### src/fault_seq_pkg.sv
package fault_seq_pkg;
  // clock and derived timing counts
  localparam int CLK_HZ = 10_000_000;
  localparam int PULSE_US = 200;
  localparam int SS_TIMEOUT_MS = 16;
  localparam int RESTART_MS = 160;
  localparam int PULSE_CYC = (CLK_HZ / 1_000_000) * PULSE_US;
  localparam int SS_CYC = (CLK_HZ / 1000) * SS_TIMEOUT_MS;
  localparam int RESTART_CYC = (CLK_HZ / 1000) * RESTART_MS;
  localparam int TMR_W = 21;
  // deglitch defaults, durations are free choices
  localparam int UV_DG = 64;
  localparam int OV_DG = 32;
  localparam int OT_DG = 128;
  localparam int DG_W = 16;
  // cycles the own pin sink is masked from enable after release
  localparam int HOLD_CYC = 6;
  localparam int SSM_DIV = 4;
  localparam int SSM_W = 4;
  // register map, byte addresses
  localparam int ADDR_W = 8;
  localparam logic [ADDR_W-1:0] OFS_STATUS = 8'h00;
  localparam logic [ADDR_W-1:0] OFS_MASK = 8'h04;
  localparam logic [ADDR_W-1:0] OFS_STATE = 8'h08;
  localparam logic [ADDR_W-1:0] OFS_CTRL = 8'h0C;
  localparam logic [1:0] RESP_OKAY = 2'h0;
  localparam logic [1:0] RESP_SLVERR = 2'h2;
  // status and mask bit positions
  localparam int EV_UV = 0;
  localparam int EV_OV = 1;
  localparam int EV_OT = 2;
  localparam int EV_TMO = 3;
  localparam int EV_LOCK = 4;
  localparam int EV_RESTART = 5;
  localparam int NUM_EV = 6;
  localparam logic [NUM_EV-1:0] MASK_RST = 6'h00;
  localparam int CTRL_DIS = 0;
  // state register fields
  localparam int STF_SET = 8;
  localparam int STF_SW = 12;
  localparam int STF_SINK = 13;
  // output setpoint codes
  localparam logic [1:0] SET_OFF = 2'h0;
  localparam logic [1:0] SET_5V0 = 2'h1;
  localparam logic [1:0] SET_5V5 = 2'h2;
  // synchronised input indices
  localparam int IN_EN = 0;
  localparam int IN_SEL = 1;
  localparam int IN_UV = 2;
  localparam int IN_OV = 3;
  localparam int IN_PT = 4;
  localparam int IN_STH = 5;
  localparam int IN_IUV = 6;
  localparam int IN_IOV = 7;
  localparam int IN_REG = 8;
  localparam int IN_VUP = 9;
  localparam int IN_BURST = 10;
  localparam int N_IN = 11;
  // deglitch channel indices
  localparam int DG_UV = 0;
  localparam int DG_OV = 1;
  localparam int DG_OT = 2;
  typedef enum logic [6:0] {
    ST_OFF = 7'h01,
    ST_SOFT = 7'h02,
    ST_REG = 7'h04,
    ST_DGL = 7'h08,
    ST_PULSE = 7'h10,
    ST_WAIT = 7'h20,
    ST_LOCK = 7'h40
  } seq_state_e;
endpackage : fault_seq_pkg

### src/converter_fault_restart_sequencer.sv
`timescale 1ns/100ps
module converter_fault_restart_sequencer
  import fault_seq_pkg::*;
#(
  parameter int unsigned RESTART_CYCLES = RESTART_CYC,
  parameter int unsigned SS_TIMEOUT_CYCLES = SS_CYC,
  parameter int unsigned UV_DEGLITCH_CYCLES = UV_DG,
  parameter int unsigned OV_DEGLITCH_CYCLES = OV_DG,
  parameter int unsigned OT_DEGLITCH_CYCLES = OT_DG
) (
  input wire logic aclk,
  input wire logic aresetn,
  input wire logic awvalid,
  output logic awready,
  input wire logic [ADDR_W-1:0] awaddr,
  input wire logic wvalid,
  output logic wready,
  input wire logic [31:0] wdata,
  input wire logic [3:0] wstrb,
  output logic bvalid,
  input wire logic bready,
  output logic [1:0] bresp,
  input wire logic arvalid,
  output logic arready,
  input wire logic [ADDR_W-1:0] araddr,
  output logic rvalid,
  input wire logic rready,
  output logic [31:0] rdata,
  output logic [1:0] rresp,
  input wire logic enable_fault_pin_in,
  output logic enable_fault_pin_out,
  output logic enable_fault_pin_oe,
  input wire logic select_pin,
  input wire logic output_below_uv,
  input wire logic output_above_ov,
  input wire logic primary_thermal_trip,
  input wire logic secondary_thermal_trip,
  input wire logic input_undervoltage,
  input wire logic input_overvoltage,
  input wire logic output_in_regulation,
  input wire logic output_above_uvlo,
  input wire logic burst_start,
  output logic switching_on,
  output logic duty_limit,
  output logic power_limit,
  output logic overvoltage_clamp,
  output logic [1:0] setpoint,
  output logic [SSM_W-1:0] ssm_code,
  output logic enable_pulldown_on,
  output logic select_pulldown_on,
  output logic irq
);

  localparam int unsigned DG_LIM [3] =
    '{UV_DEGLITCH_CYCLES, OV_DEGLITCH_CYCLES, OT_DEGLITCH_CYCLES};

  logic [N_IN-1:0] pin_vec, s1_q, s2_q, s3_q, pin_q;
  seq_state_e state_q, state_d;
  logic [TMR_W-1:0] timer_q;
  logic [DG_W-1:0] dg_q [3];
  logic [2:0] flt, dg_act, dg_hit;
  logic lockout, act, ign, en_hold_q, en_eff, lock_ov_q, sink_d, sink_q;
  logic [3:0] hold_q;
  logic burst_q, soft_dis_q;
  logic [1:0] div_q;
  logic up_q;
  logic [NUM_EV-1:0] status_q, mask_q, ev, clr;
  logic aw_full_q, w_full_q, bvalid_q, rvalid_q;
  logic [ADDR_W-1:0] awaddr_q;
  logic [7:0] wbyte_q;
  logic wen_q;
  logic wlane_q;
  logic [1:0] bresp_q;

  // register index decode, shared by read and write
  function automatic logic [2:0] reg_sel(input logic [ADDR_W-1:0] a);
    case (a)
      OFS_STATUS: reg_sel = 3'h0;
      OFS_MASK: reg_sel = 3'h1;
      OFS_STATE: reg_sel = 3'h2;
      OFS_CTRL: reg_sel = 3'h3;
      default: reg_sel = 3'h4;
    endcase
  endfunction : reg_sel

  assign pin_vec = {burst_start, output_above_uvlo, output_in_regulation,
    input_overvoltage, input_undervoltage, secondary_thermal_trip,
    primary_thermal_trip, output_above_ov, output_below_uv, select_pin,
    enable_fault_pin_in};

  // three-stage sync; a change counts when stages two and three agree
  // pulled-down pins settle low
  for (genvar i = 0; i < N_IN; i++) begin : g_sync
    always_ff @(posedge aclk) begin
      if (!aresetn) begin
        s1_q[i] <= 1'b0;
        s2_q[i] <= 1'b0;
        s3_q[i] <= 1'b0;
        pin_q[i] <= 1'b0;
      end else begin
        s1_q[i] <= pin_vec[i];
        s2_q[i] <= s1_q[i];
        s3_q[i] <= s2_q[i];
        if (s2_q[i] == s3_q[i]) pin_q[i] <= s3_q[i];
      end
    end
  end

  assign enable_pulldown_on = 1'b1;
  assign select_pulldown_on = 1'b1;

  assign flt[DG_UV] = pin_q[IN_UV];
  assign flt[DG_OV] = pin_q[IN_OV];
  assign flt[DG_OT] = pin_q[IN_PT] | pin_q[IN_STH];
  assign lockout = pin_q[IN_IUV] | pin_q[IN_IOV];
  assign act = state_q inside {ST_SOFT, ST_REG, ST_DGL};

  // one deglitch counter per fault kind
  // undervoltage is normal while ramping, so soft-start skips it
  for (genvar k = 0; k < 3; k++) begin : g_dgl
    assign dg_act[k] = flt[k] && (state_q inside {ST_REG, ST_DGL} ||
      (state_q == ST_SOFT && k != DG_UV));
    assign dg_hit[k] = dg_act[k] && dg_q[k] == DG_W'(DG_LIM[k] - 1);
    always_ff @(posedge aclk) begin
      if (!aresetn) dg_q[k] <= '0;
      else if (!dg_act[k]) dg_q[k] <= '0;
      else if (!dg_hit[k]) dg_q[k] <= dg_q[k] + 1'b1;
    end
  end

  // own sink pulls the pin low; mask enable meanwhile, keep last level
  assign ign = sink_q || hold_q != 4'h0 || state_q == ST_PULSE;
  assign en_eff = (ign ? en_hold_q : pin_q[IN_EN]) && !soft_dis_q;

  always_ff @(posedge aclk) begin
    if (!aresetn) begin
      en_hold_q <= 1'b0;
      hold_q <= 4'h0;
    end else begin
      if (!ign) en_hold_q <= pin_q[IN_EN];
      if (sink_q) hold_q <= 4'(HOLD_CYC);
      else if (hold_q != 4'h0) hold_q <= hold_q - 4'h1;
    end
  end

  // sequencer next state
  always_comb begin
    state_d = state_q;
    case (state_q)
      ST_OFF: begin
        if (!lockout) state_d = ST_SOFT;
      end
      ST_SOFT, ST_REG, ST_DGL: begin
        if (lockout) state_d = ST_LOCK;
        else if (dg_hit[DG_OT] || dg_hit[DG_UV]) state_d = ST_PULSE;
        // overvoltage: no pulse, straight to retry wait
        else if (dg_hit[DG_OV]) state_d = ST_WAIT;
        else if (state_q == ST_SOFT &&
                 timer_q == TMR_W'(SS_TIMEOUT_CYCLES - 1))
          state_d = ST_PULSE;
        else if (state_q == ST_SOFT && pin_q[IN_REG]) state_d = ST_REG;
        else if (state_q == ST_REG && |flt) state_d = ST_DGL;
        else if (state_q == ST_DGL && !(|flt)) state_d = ST_REG;
      end
      ST_PULSE: begin
        if (timer_q == TMR_W'(PULSE_CYC - 1)) state_d = ST_WAIT;
      end
      ST_WAIT: begin
        if (timer_q == TMR_W'(RESTART_CYCLES - 1)) state_d = ST_SOFT;
      end
      // resume at once when lockout clears; after input overvoltage, not before the sink pulse ends
      ST_LOCK: begin
        if (!lockout && (!lock_ov_q || timer_q >= TMR_W'(PULSE_CYC - 1)))
          state_d = ST_SOFT;
      end
      default: state_d = ST_OFF;
    endcase
    if (!en_eff) state_d = ST_OFF;
  end

  always_ff @(posedge aclk) begin
    if (!aresetn) state_q <= ST_OFF;
    else state_q <= state_d;
  end

  // shared timer restarts on every state change
  // pulse and wait only run down, faults cannot reload them
  always_ff @(posedge aclk) begin
    if (!aresetn) timer_q <= '0;
    else if (state_d != state_q) timer_q <= '0;
    else if (timer_q != '1) timer_q <= timer_q + 1'b1;
  end

  always_ff @(posedge aclk) begin
    if (!aresetn) lock_ov_q <= 1'b0;
    else if (state_q != ST_LOCK && state_d == ST_LOCK)
      lock_ov_q <= pin_q[IN_IOV];
  end

  // sink on fault shutdown except output overvoltage and input undervoltage, input overvoltage included
  assign sink_d = state_q == ST_PULSE || (state_q == ST_LOCK &&
    lock_ov_q && timer_q < TMR_W'(PULSE_CYC));

  // power stage controls, all registered
  always_ff @(posedge aclk) begin
    if (!aresetn) begin
      sink_q <= 1'b0;
      switching_on <= 1'b0;
      duty_limit <= 1'b0;
      power_limit <= 1'b0;
      overvoltage_clamp <= 1'b0;
    end else begin
      sink_q <= sink_d;
      switching_on <= act;
      // duty limit in soft-start until the output is above UVLO, and while deglitching
      duty_limit <= (state_q == ST_SOFT && !pin_q[IN_VUP]) ||
        state_q == ST_DGL;
      power_limit <= state_q == ST_DGL && flt[DG_UV];
      overvoltage_clamp <= flt[DG_OV];
    end
  end

  assign enable_fault_pin_out = 1'b0;
  assign enable_fault_pin_oe = sink_q;

  // select sampled only below the 2.7V point of soft-start
  always_ff @(posedge aclk) begin
    if (!aresetn) setpoint <= SET_OFF;
    else if (state_q == ST_OFF) setpoint <= SET_OFF;
    else if (state_q == ST_SOFT && !pin_q[IN_VUP])
      setpoint <= pin_q[IN_SEL] ? SET_5V0 : SET_5V5;
  end

  // triangle sweep restarted at each burst, full span in 60 cycles
  always_ff @(posedge aclk) begin
    if (!aresetn) begin
      burst_q <= 1'b0;
      div_q <= 2'h0;
      up_q <= 1'b1;
      ssm_code <= '0;
    end else begin
      burst_q <= pin_q[IN_BURST];
      if (pin_q[IN_BURST] && !burst_q) begin
        div_q <= 2'h0;
        up_q <= 1'b1;
        ssm_code <= '0;
      end else begin
        div_q <= div_q + 2'h1;
        if (div_q == 2'(SSM_DIV - 1)) begin
          if (up_q && ssm_code == '1) up_q <= 1'b0;
          else if (!up_q && ssm_code == '0) up_q <= 1'b1;
          else if (up_q) ssm_code <= ssm_code + 1'b1;
          else ssm_code <= ssm_code - 1'b1;
        end
      end
    end
  end

  // events into sticky status
  always_comb begin
    ev = '0;
    ev[EV_UV] = act && state_d == ST_PULSE && dg_hit[DG_UV];
    ev[EV_OT] = act && state_d == ST_PULSE && dg_hit[DG_OT];
    ev[EV_OV] = act && state_d == ST_WAIT;
    ev[EV_TMO] = state_q == ST_SOFT && state_d == ST_PULSE &&
      !dg_hit[DG_UV] && !dg_hit[DG_OT];
    ev[EV_LOCK] = state_q != ST_LOCK && state_d == ST_LOCK;
    ev[EV_RESTART] = state_q == ST_WAIT && state_d == ST_SOFT;
  end

  // write-one-to-clear; a same-cycle event wins over the clear
  assign clr = (wen_q && reg_sel(awaddr_q) == 3'h0) ?
    wbyte_q[NUM_EV-1:0] : '0;

  always_ff @(posedge aclk) begin
    if (!aresetn) begin
      status_q <= '0;
      mask_q <= MASK_RST;
      soft_dis_q <= 1'b0;
      irq <= 1'b0;
    end else begin
      status_q <= (status_q & ~clr) | ev;
      irq <= |(((status_q & ~clr) | ev) & mask_q);
      if (wen_q && reg_sel(awaddr_q) == 3'h1)
        mask_q <= wbyte_q[NUM_EV-1:0];
      if (wen_q && reg_sel(awaddr_q) == 3'h3)
        soft_dis_q <= wbyte_q[CTRL_DIS];
    end
  end

  // write channel: address and data taken in any order
  assign awready = !aw_full_q && !bvalid_q;
  assign wready = !w_full_q && !bvalid_q;
  assign bvalid = bvalid_q;
  assign bresp = bresp_q;

  always_ff @(posedge aclk) begin
    if (!aresetn) begin
      aw_full_q <= 1'b0;
      w_full_q <= 1'b0;
      bvalid_q <= 1'b0;
      bresp_q <= RESP_OKAY;
      awaddr_q <= '0;
      wbyte_q <= 8'h00;
      wlane_q <= 1'b0;
      wen_q <= 1'b0;
    end else begin
      wen_q <= 1'b0;
      if (awvalid && awready) begin
        aw_full_q <= 1'b1;
        awaddr_q <= awaddr;
      end
      if (wvalid && wready) begin
        w_full_q <= 1'b1;
        wbyte_q <= wdata[7:0];
        // strobe may move once data is taken, so keep it with the data
        wlane_q <= wstrb[0];
      end
      // upper lanes hold only zeros, so only lane 0 is checked
      if (aw_full_q && w_full_q) begin
        aw_full_q <= 1'b0;
        w_full_q <= 1'b0;
        bvalid_q <= 1'b1;
        wen_q <= reg_sel(awaddr_q) != 3'h4 && wlane_q;
        bresp_q <= reg_sel(awaddr_q) == 3'h4 ? RESP_SLVERR : RESP_OKAY;
      end
      if (bvalid_q && bready) bvalid_q <= 1'b0;
    end
  end

  // read channel: one cycle to data, unmapped reads zero with error
  assign arready = !rvalid_q;
  assign rvalid = rvalid_q;

  always_ff @(posedge aclk) begin
    if (!aresetn) begin
      rvalid_q <= 1'b0;
      rdata <= 32'h0000_0000;
      rresp <= RESP_OKAY;
    end else if (arvalid && arready) begin
      rvalid_q <= 1'b1;
      rresp <= RESP_OKAY;
      rdata <= 32'h0000_0000;
      case (reg_sel(araddr))
        3'h0: rdata[NUM_EV-1:0] <= status_q;
        3'h1: rdata[NUM_EV-1:0] <= mask_q;
        3'h2: begin
          rdata[6:0] <= state_q;
          rdata[STF_SET+1:STF_SET] <= setpoint;
          rdata[STF_SW] <= switching_on;
          rdata[STF_SINK] <= sink_q;
        end
        3'h3: rdata[CTRL_DIS] <= soft_dis_q;
        default: rresp <= RESP_SLVERR;
      endcase
    end else if (rvalid_q && rready) begin
      rvalid_q <= 1'b0;
    end
  end

  // helper: length of the last sink pulse
  logic [TMR_W-1:0] sink_len_q;
  always_ff @(posedge aclk) begin
    if (!aresetn) sink_len_q <= '0;
    else if (!sink_q) sink_len_q <= '0;
    else sink_len_q <= sink_len_q + 1'b1;
  end
endmodule : converter_fault_restart_sequencer

### config.mk
export PLATFORM = sky130hd
export DESIGN_NAME = converter_fault_restart_sequencer
export DESIGN_NICKNAME = d
export VERILOG_FILES = /design/src/fault_seq_pkg.sv /design/src/converter_fault_restart_sequencer.sv
export SDC_FILE = /design/constraint.sdc
export NUM_CORES = 1
export LEC_CHECK = 0
export ABC_AREA = 1
export BUFFER_PORTS_ARGS = -buffer_cell sky130_fd_sc_hd__buf_4
export CAP_MARGIN = 20
export CORE_AREA = 3 3 130 132
export CTS_CLUSTER_SIZE = 30
export DETAILED_ROUTE_END_ITERATION = 12
export DIE_AREA = 0 0 133 135
export PLACE_DENSITY = 0.88
export SLEW_MARGIN = 20
export SYNTH_ARGS = -nofsm -noshare
export SYNTH_HDL_FRONTEND = slang
export SYNTH_SLANG_ARGS = --single-unit
### constraint.sdc
create_clock -name aclk -period 2.72 [get_ports aclk]
set_input_delay 0.544 -clock aclk [delete_from_list [all_inputs] [get_ports aclk]]
set_output_delay 0.544 -clock aclk [all_outputs]
set_load 0.02 [all_outputs]
==> out/qor.yml, run 1 <==
run_status:
  status: "finished, final reports clean"
grt:
  grt_pass1_wl_mm: 32.8
  antenna_found_initial: 0
  grt_pass1_vias: 7334
  grt_use_total: 0.220
  grt.overflow.total: 0
  grt_max_degree: 80
synth:
  yosysSeqAreaShare: 0.467
  synth_cell_type_count: 46
  syn_area_um2: 9080
  synth_seq_cells: 188
  synth_warnings: 0
  ys.flop_type: "dfxtp_1"
  synth_cells: 1176
  synth-edff-count: 48
  syn_avg_cell_area_um2: 7.73
  synth_async_sr_flop_share: 0
cts:
  clkLatencyLatePin_ps: 440
  tritoncts: "done"
  cts_resized: 0
  path_clk_slew_ps: 80
  cts_sinks: 188
  postCtsSetupBuffers: 0
  cts-buffers-inserted: 17
  root_buffer: "clkbuf_16"
  htreeDepth: 4
  holdBufCountCts: 0
  clockBufferDepth: 2
route:
  drtPass1Iterations: 6
  num_vias: 7666
  ant_nets: 0
  finalWirelength_mm: 19.2
  drc: 0
  avgRoutedWirePerCell_um: 13.0
  avgViaCountPerCell: 5.19
  drt-initial-drc-count: 634
worst_setup_path:
  worstPathRequired_ps: 3040
  arrival_ps: 2750
  worstPathMaxFanout: 21
  startpoint_type: "flip-flop"
  critPathCaptureType: "flip-flop"
  path_class: "flip-flop to flip-flop"
placement:
  place_area_um2: 9730
  numPlacedInstances: 1445
  io_buffers: 70
  place_ws_ps: 194
  post-dp-hpwl_mm: 13.6
  gp_congestion: 0.920
min_path:
  hold_class: "input pin to flip-flop"
sta:
  finalSetupViolations: 0
  worst_slew_pin_slew_ps: 772
  max_slew_margin: 0.484
  maxSlewViolCount: 0
  period_share: 0.895
  grt_setup_unrepaired: "false"
  hold_violations: 0
  finClkSkew_ps: 14.2
  clock.fmax_mhz: 411
  setup_ws_ps: 286
  fin_tns_setup_ps: 0
  min_period_ps: 2430
power_and_ir_drop:
  power.leakage_nw: 4.46
  vdd_drop_max_mv: 0.782
  power_per_cell_area_nw_per_um2: 553
cells_and_area:
  postLayoutCoreUtil: 0.653
  syn_to_final_growth_pct: 13.8
  multi_input_area_um2: 4000
  layout-drive-gt1-share: 0.149
  final_area_um2: 10300
  finalNonFillerCells: 1477
  diodes: 0
  final_nets: 1326
  fillCellCount: 1262
  seq_area_um2: 4240
floorplanning:
  coreArea_um2: 15800
  dieArea_um2: 18000
  io_pins: 126
  initial_utilization: 0.574
  die_w_um: 133
  die_h_um: 135
  core.rowCount: 46
flow_run:
  cap_viol_max_count: 0
[path summary, 6_finish.rpt]
kind / end / startpoint / cells past startpoint / slack, ps
worst min register to register: s2_q[6]$_SDFF_PN0_ / s1_q[6]$_SDFF_PN0_ / 2 / 410
worst max register to register: timer_q[19]$_SDFFE_PP0P_ / state_q[2]$_SDFF_PN0_ / 15 / 290
worst min-delay path: bvalid$_SDFFE_PP0P_ / bready / 2 / 280
worst max-delay path: timer_q[19]$_SDFFE_PP0P_ / state_q[2]$_SDFF_PN0_ / 15 / 290
[per-stage QoR]
stage               hold slack (ps)  total power [mW]
global placement                392              3.30
finish                          280              5.72
global route                    280              5.92
detailed placement              395              3.31
floorplan                       390              3.23
CTS                             269              5.75
[state kept, by name (all words and copies together), names as in the netlist, 2 cells and up]
name and count:
flt 2, s1_q 11, setpoint 2, s3_q 11, mask_q 6, pin_q 9, dg_q 48, timer_q 21
status_q 6, awaddr_q 8, wbyte_q 6, hold_q 4, ssm_code 4, state_q 7, s2_q 11, div_q 2
rdata 11
[where the power goes]
part           total [mW]  switching (mW)  internal, mW  leakage [nW]
clock                2.47            1.21          1.26         0.291
combinational       0.301           0.191         0.110          2.43
sequential           2.95          0.0356          2.91          1.73
total                5.72            1.43          4.29          4.46
[final cells by class]
type | instances | share of cell area
inverters | 165 | 0.0599
flip-flops and latches | 188 | 0.411
well taps | 216 | 0.0262
repair buffers | 80 | 0.0585
clock inverters | 14 | 0.0153
clock buffers | 18 | 0.0425
multi-input cells | 796 | 0.387
[cell families after synthesis]
| family | after synthesis | synth area share |
|---|---|---|
| and+or+nand+nor | 558 | 0.286 |
| buffers and inverters | 216 | 0.103 |
| DFF | 188 | 0.467 |
| AOI/OAI and AO/OA | 175 | 0.103 |
| xor gates and xnor gates | 28 | 0.0270 |
| adders and majority gates | 8 | 0.0118 |
| other | 2 | 0.000827 |
| muxes | 1 | 0.00124 |
[cell usage after synthesis, types with 2 or more instances]
master	n	area [µm²]
conb_1	2	7.51
nor3_1	25	125
nand4_1	31	194
ha_1	7	87.6
nand3_4	2	35.0
o211ai_1	5	37.5
nand3_1	52	260
dfxtp_1	140	2800
or2_2	4	25.0
nor2_4	5	56.3
a211oi_1	3	22.5
a31oi_1	2	12.5
nor2_2	30	188
edfxtp_1	48	1440
clkbuf_1	18	67.6
buf_6	3	33.8
o21bai_1	3	22.5
and3_1	2	12.5
nor2_1	154	578
buf_4	26	195
nor4_1	4	25.0
xor2_1	23	201
nand2_4	6	67.6
o21ai_0	73	365
nor3_2	2	20.0
a21oi_1	82	410
o21a_1	3	22.5
nand2_2	6	37.5
clkinv_1	2	7.51
nor3b_1	4	30.0
inv_2	10	37.5
xnor2_1	5	43.8
nand3_2	5	50.1
inv_1	153	574
nand2_1	221	830
nand3b_1	2	15.0
buf_2	4	20.0
[cells in the final DEF (no fill, tap or decap), types with 6 or more instances in the layout]
master / netlist / layout
a21oi_1: 82 / 82
buf_4: 26 / 79
clkbuf_16: 0 / 17
conb_1: 2 / 26
dfxtp_1: 140 / 140
edfxtp_1: 48 / 48
ha_1: 7 / 7
inv_1: 153 / 153
inv_2: 10 / 10
nand2_1: 221 / 221
nand2_2: 6 / 6
nand2_4: 6 / 6
nand3_1: 52 / 52
nand4_1: 31 / 31
nor2_1: 154 / 154
nor2_2: 30 / 30
nor3_1: 25 / 24
o21ai_0: 73 / 73
xor2_1: 23 / 23
[critical path, cell delays in order (launching register included)]
cell     delay, ps
dfxtp_1        360
inv_1          120
nand2_2        100
nor2_4         150
nand4_2        150
nand4_1        150
nand3_2        110
nor2_2         390
nand3_2        140
nand2_1         80
nand2_1         60
nand3_2         60
nor2_2          40
nand2_2         50
buf_6          250
nor2_1          60
[per-layer routing]
layer  part of all wire  wire length (µm)  vias to the layer above  track usage
met2               0.51              9690                      194        0.378
met5                  0                 0                        -            0
met1               0.43              8300                     3555        0.284
met3              0.048               925                       27       0.0436
li1                   -                 -                     3890            -
met4              0.013               257                        0       0.0635
No activity file was read; power rests on OpenSTA's default activity.
==> run 2: changes to the inputs <==
--- a/config.mk
+++ b/config.mk
@@ -12,6 +12,7 @@
 export CTS_CLUSTER_SIZE = 30
 export DETAILED_ROUTE_END_ITERATION = 12
 export DIE_AREA = 0 0 133 135
+export GPL_ROUTABILITY_DRIVEN = 0
 export PLACE_DENSITY = 0.88
 export SLEW_MARGIN = 20
 export SYNTH_ARGS = -nofsm -noshare
==> constraint.sdc (replaced) <==
create_clock -name aclk -period 2.65 [get_ports aclk]
set_input_delay 0.53 -clock aclk [delete_from_list [all_inputs] [get_ports aclk]]
set_output_delay 0.53 -clock aclk [all_outputs]
set_load 0.02 [all_outputs]
==> out/qor.yml, run 2 (synthesized netlist as in run 1, its figures left out) <==
run_status:
  status: "finished, final reports clean"
cts:
  tritoncts: "done"
  htreeDepth: 4
  holdBufCountCts: 0
  clockBufferDepth: 2
  cts_sinks: 188
  cts-buffers-inserted: 17
  root_buffer: "clkbuf_16"
  cts_resized: 0
  path_clk_slew_ps: 70
  postCtsSetupBuffers: 0
  clkLatencyLatePin_ps: 440
grt:
  grt_use_total: 0.214
  grt_pass1_vias: 7137
  grt_pass1_wl_mm: 31.8
  grt.overflow.total: 0
  antenna_found_initial: 0
  grt_max_degree: 44
floorplanning:
  initial_utilization: 0.574
  core.rowCount: 46
  io_pins: 126
  die_w_um: 133
  die_h_um: 135
  dieArea_um2: 18000
  coreArea_um2: 15800
cells_and_area:
  fillCellCount: 1209
  final_cell_mix: "nand2_1 (221), inv_1 (153), nor2_1 (153)"
  syn_to_final_growth_pct: 14.3
  layout-drive-gt1-share: 0.150
  largestRegisters: "dg_q x48, timer_q x21"
  postLayoutCoreUtil: 0.656
  regMostFlops: "dg_q"
  final_nets: 1328
  layout_commonest_cell: "nand2_1"
  diodes: 0
  largest_reg_flops: 48
  final_area_um2: 10400
route:
  drt-initial-drc-count: 696
  drc: 0
  drtPass1Iterations: 6
  ant_nets: 0
  num_vias: 7671
  finalWirelength_mm: 19.1
  avgViaCountPerCell: 5.19
  avgRoutedWirePerCell_um: 12.9
power_and_ir_drop:
  power.leakage_nw: 4.48
  switchingPower_mw: 1.44
  swShare: 0.242
  vdd_drop_max_mv: 0.564
  intPower_mw: 4.51
  power_per_cell_area_nw_per_um2: 574
  power_frac_clock: 0.439
  p_seq_frac: 0.508
  power.total_mw: 5.95
  power_frac_comb: 0.052
sta:
  worst_slew_pin_slew_ps: 596
  grt_setup_unrepaired: "false"
  min_period_ps: 2390
  period_share: 0.902
  maxSlewViolCount: 0
  finClkSkew_ps: 14.0
  max_slew_margin: 0.599
  hold_violations: 0
  setup_ws_ps: 259
  clock.fmax_mhz: 418
  finalSetupViolations: 0
  fin_tns_setup_ps: 0
worst_setup_path:
  startpoint_type: "flip-flop"
  worstPathRequired_ps: 3030
  worstPathMaxFanout: 21
  critPathCaptureType: "flip-flop"
  path_class: "flip-flop to flip-flop"
  arrival_ps: 2770
min_path:
  hold_class: "input pin to flip-flop"
placement:
  post-dp-hpwl_mm: 13.5
  place_ws_ps: 230
  place_area_um2: 9760
  io_buffers: 70
flow_run:
  cap_viol_max_count: 0
run 2: power groups by stage:
stage                     Combinational, mW  Sequential [mW]  Clock (mW)
after CTS                             0.313             3.03        2.64
after global routing                  0.348             3.03        2.76
final                                 0.312             3.03        2.62
after global placement                0.301             3.09           0
after detailed placement              0.310             3.09           0
after floorplan                       0.220             3.10           0
run 2: layout make-up:
class                   instances  area [µm²]  share of cell area
multi-input cells             796        4010               0.386
inverters                     165         619              0.0597
repair buffers                 82         628              0.0605
flip-flops and latches        188        4240               0.409
clock buffers                  19         454              0.0438
clock inverters                13         158              0.0152
well taps                     216         270              0.0260
run 2: metal layers:
layer | global-route usage | part of all wire
met1 | 0.267 | 0.43
met2 | 0.365 | 0.50
met3 | 0.0455 | 0.053
met5 | 0 | 0
met4 | 0.0791 | 0.016
run 2: final timing paths:
path                             from  cells past startpoint  slack, ps                 endpoint
max          dg_q[0][0]$_SDFFCE_PN0P_                     16        260  timer_q[7]$_SDFFE_PP0P_
min                            bready                      2        260      bvalid$_SDFFE_PP0P_
max reg2reg  dg_q[0][0]$_SDFFCE_PN0P_                     16        260  timer_q[7]$_SDFFE_PP0P_
min reg2reg        s1_q[2]$_SDFF_PN0_                      2        410       s2_q[2]$_SDFF_PN0_
run 2: stage by stage:
stage	std cells	hold slack [ps]
global placement	1447	392
CTS	1479	246
global route	1479	261
floorplan	1200	390
finish	1479	259
detailed placement	1447	399
run 2: critical path, stage by stage (launching register included):
cell	delay, ps
edfxtp_1	380
ha_1	190
nand3_1	140
nor3_2	230
nand2_1	160
nor2_4	200
nor2_4	80
nand2_1	60
nand2_1	60
nand2_2	130
nand2_2	70
nand2_1	60
nand4_1	110
nor2_2	130
nand2_2	70
buf_12	170
nor2_2	90
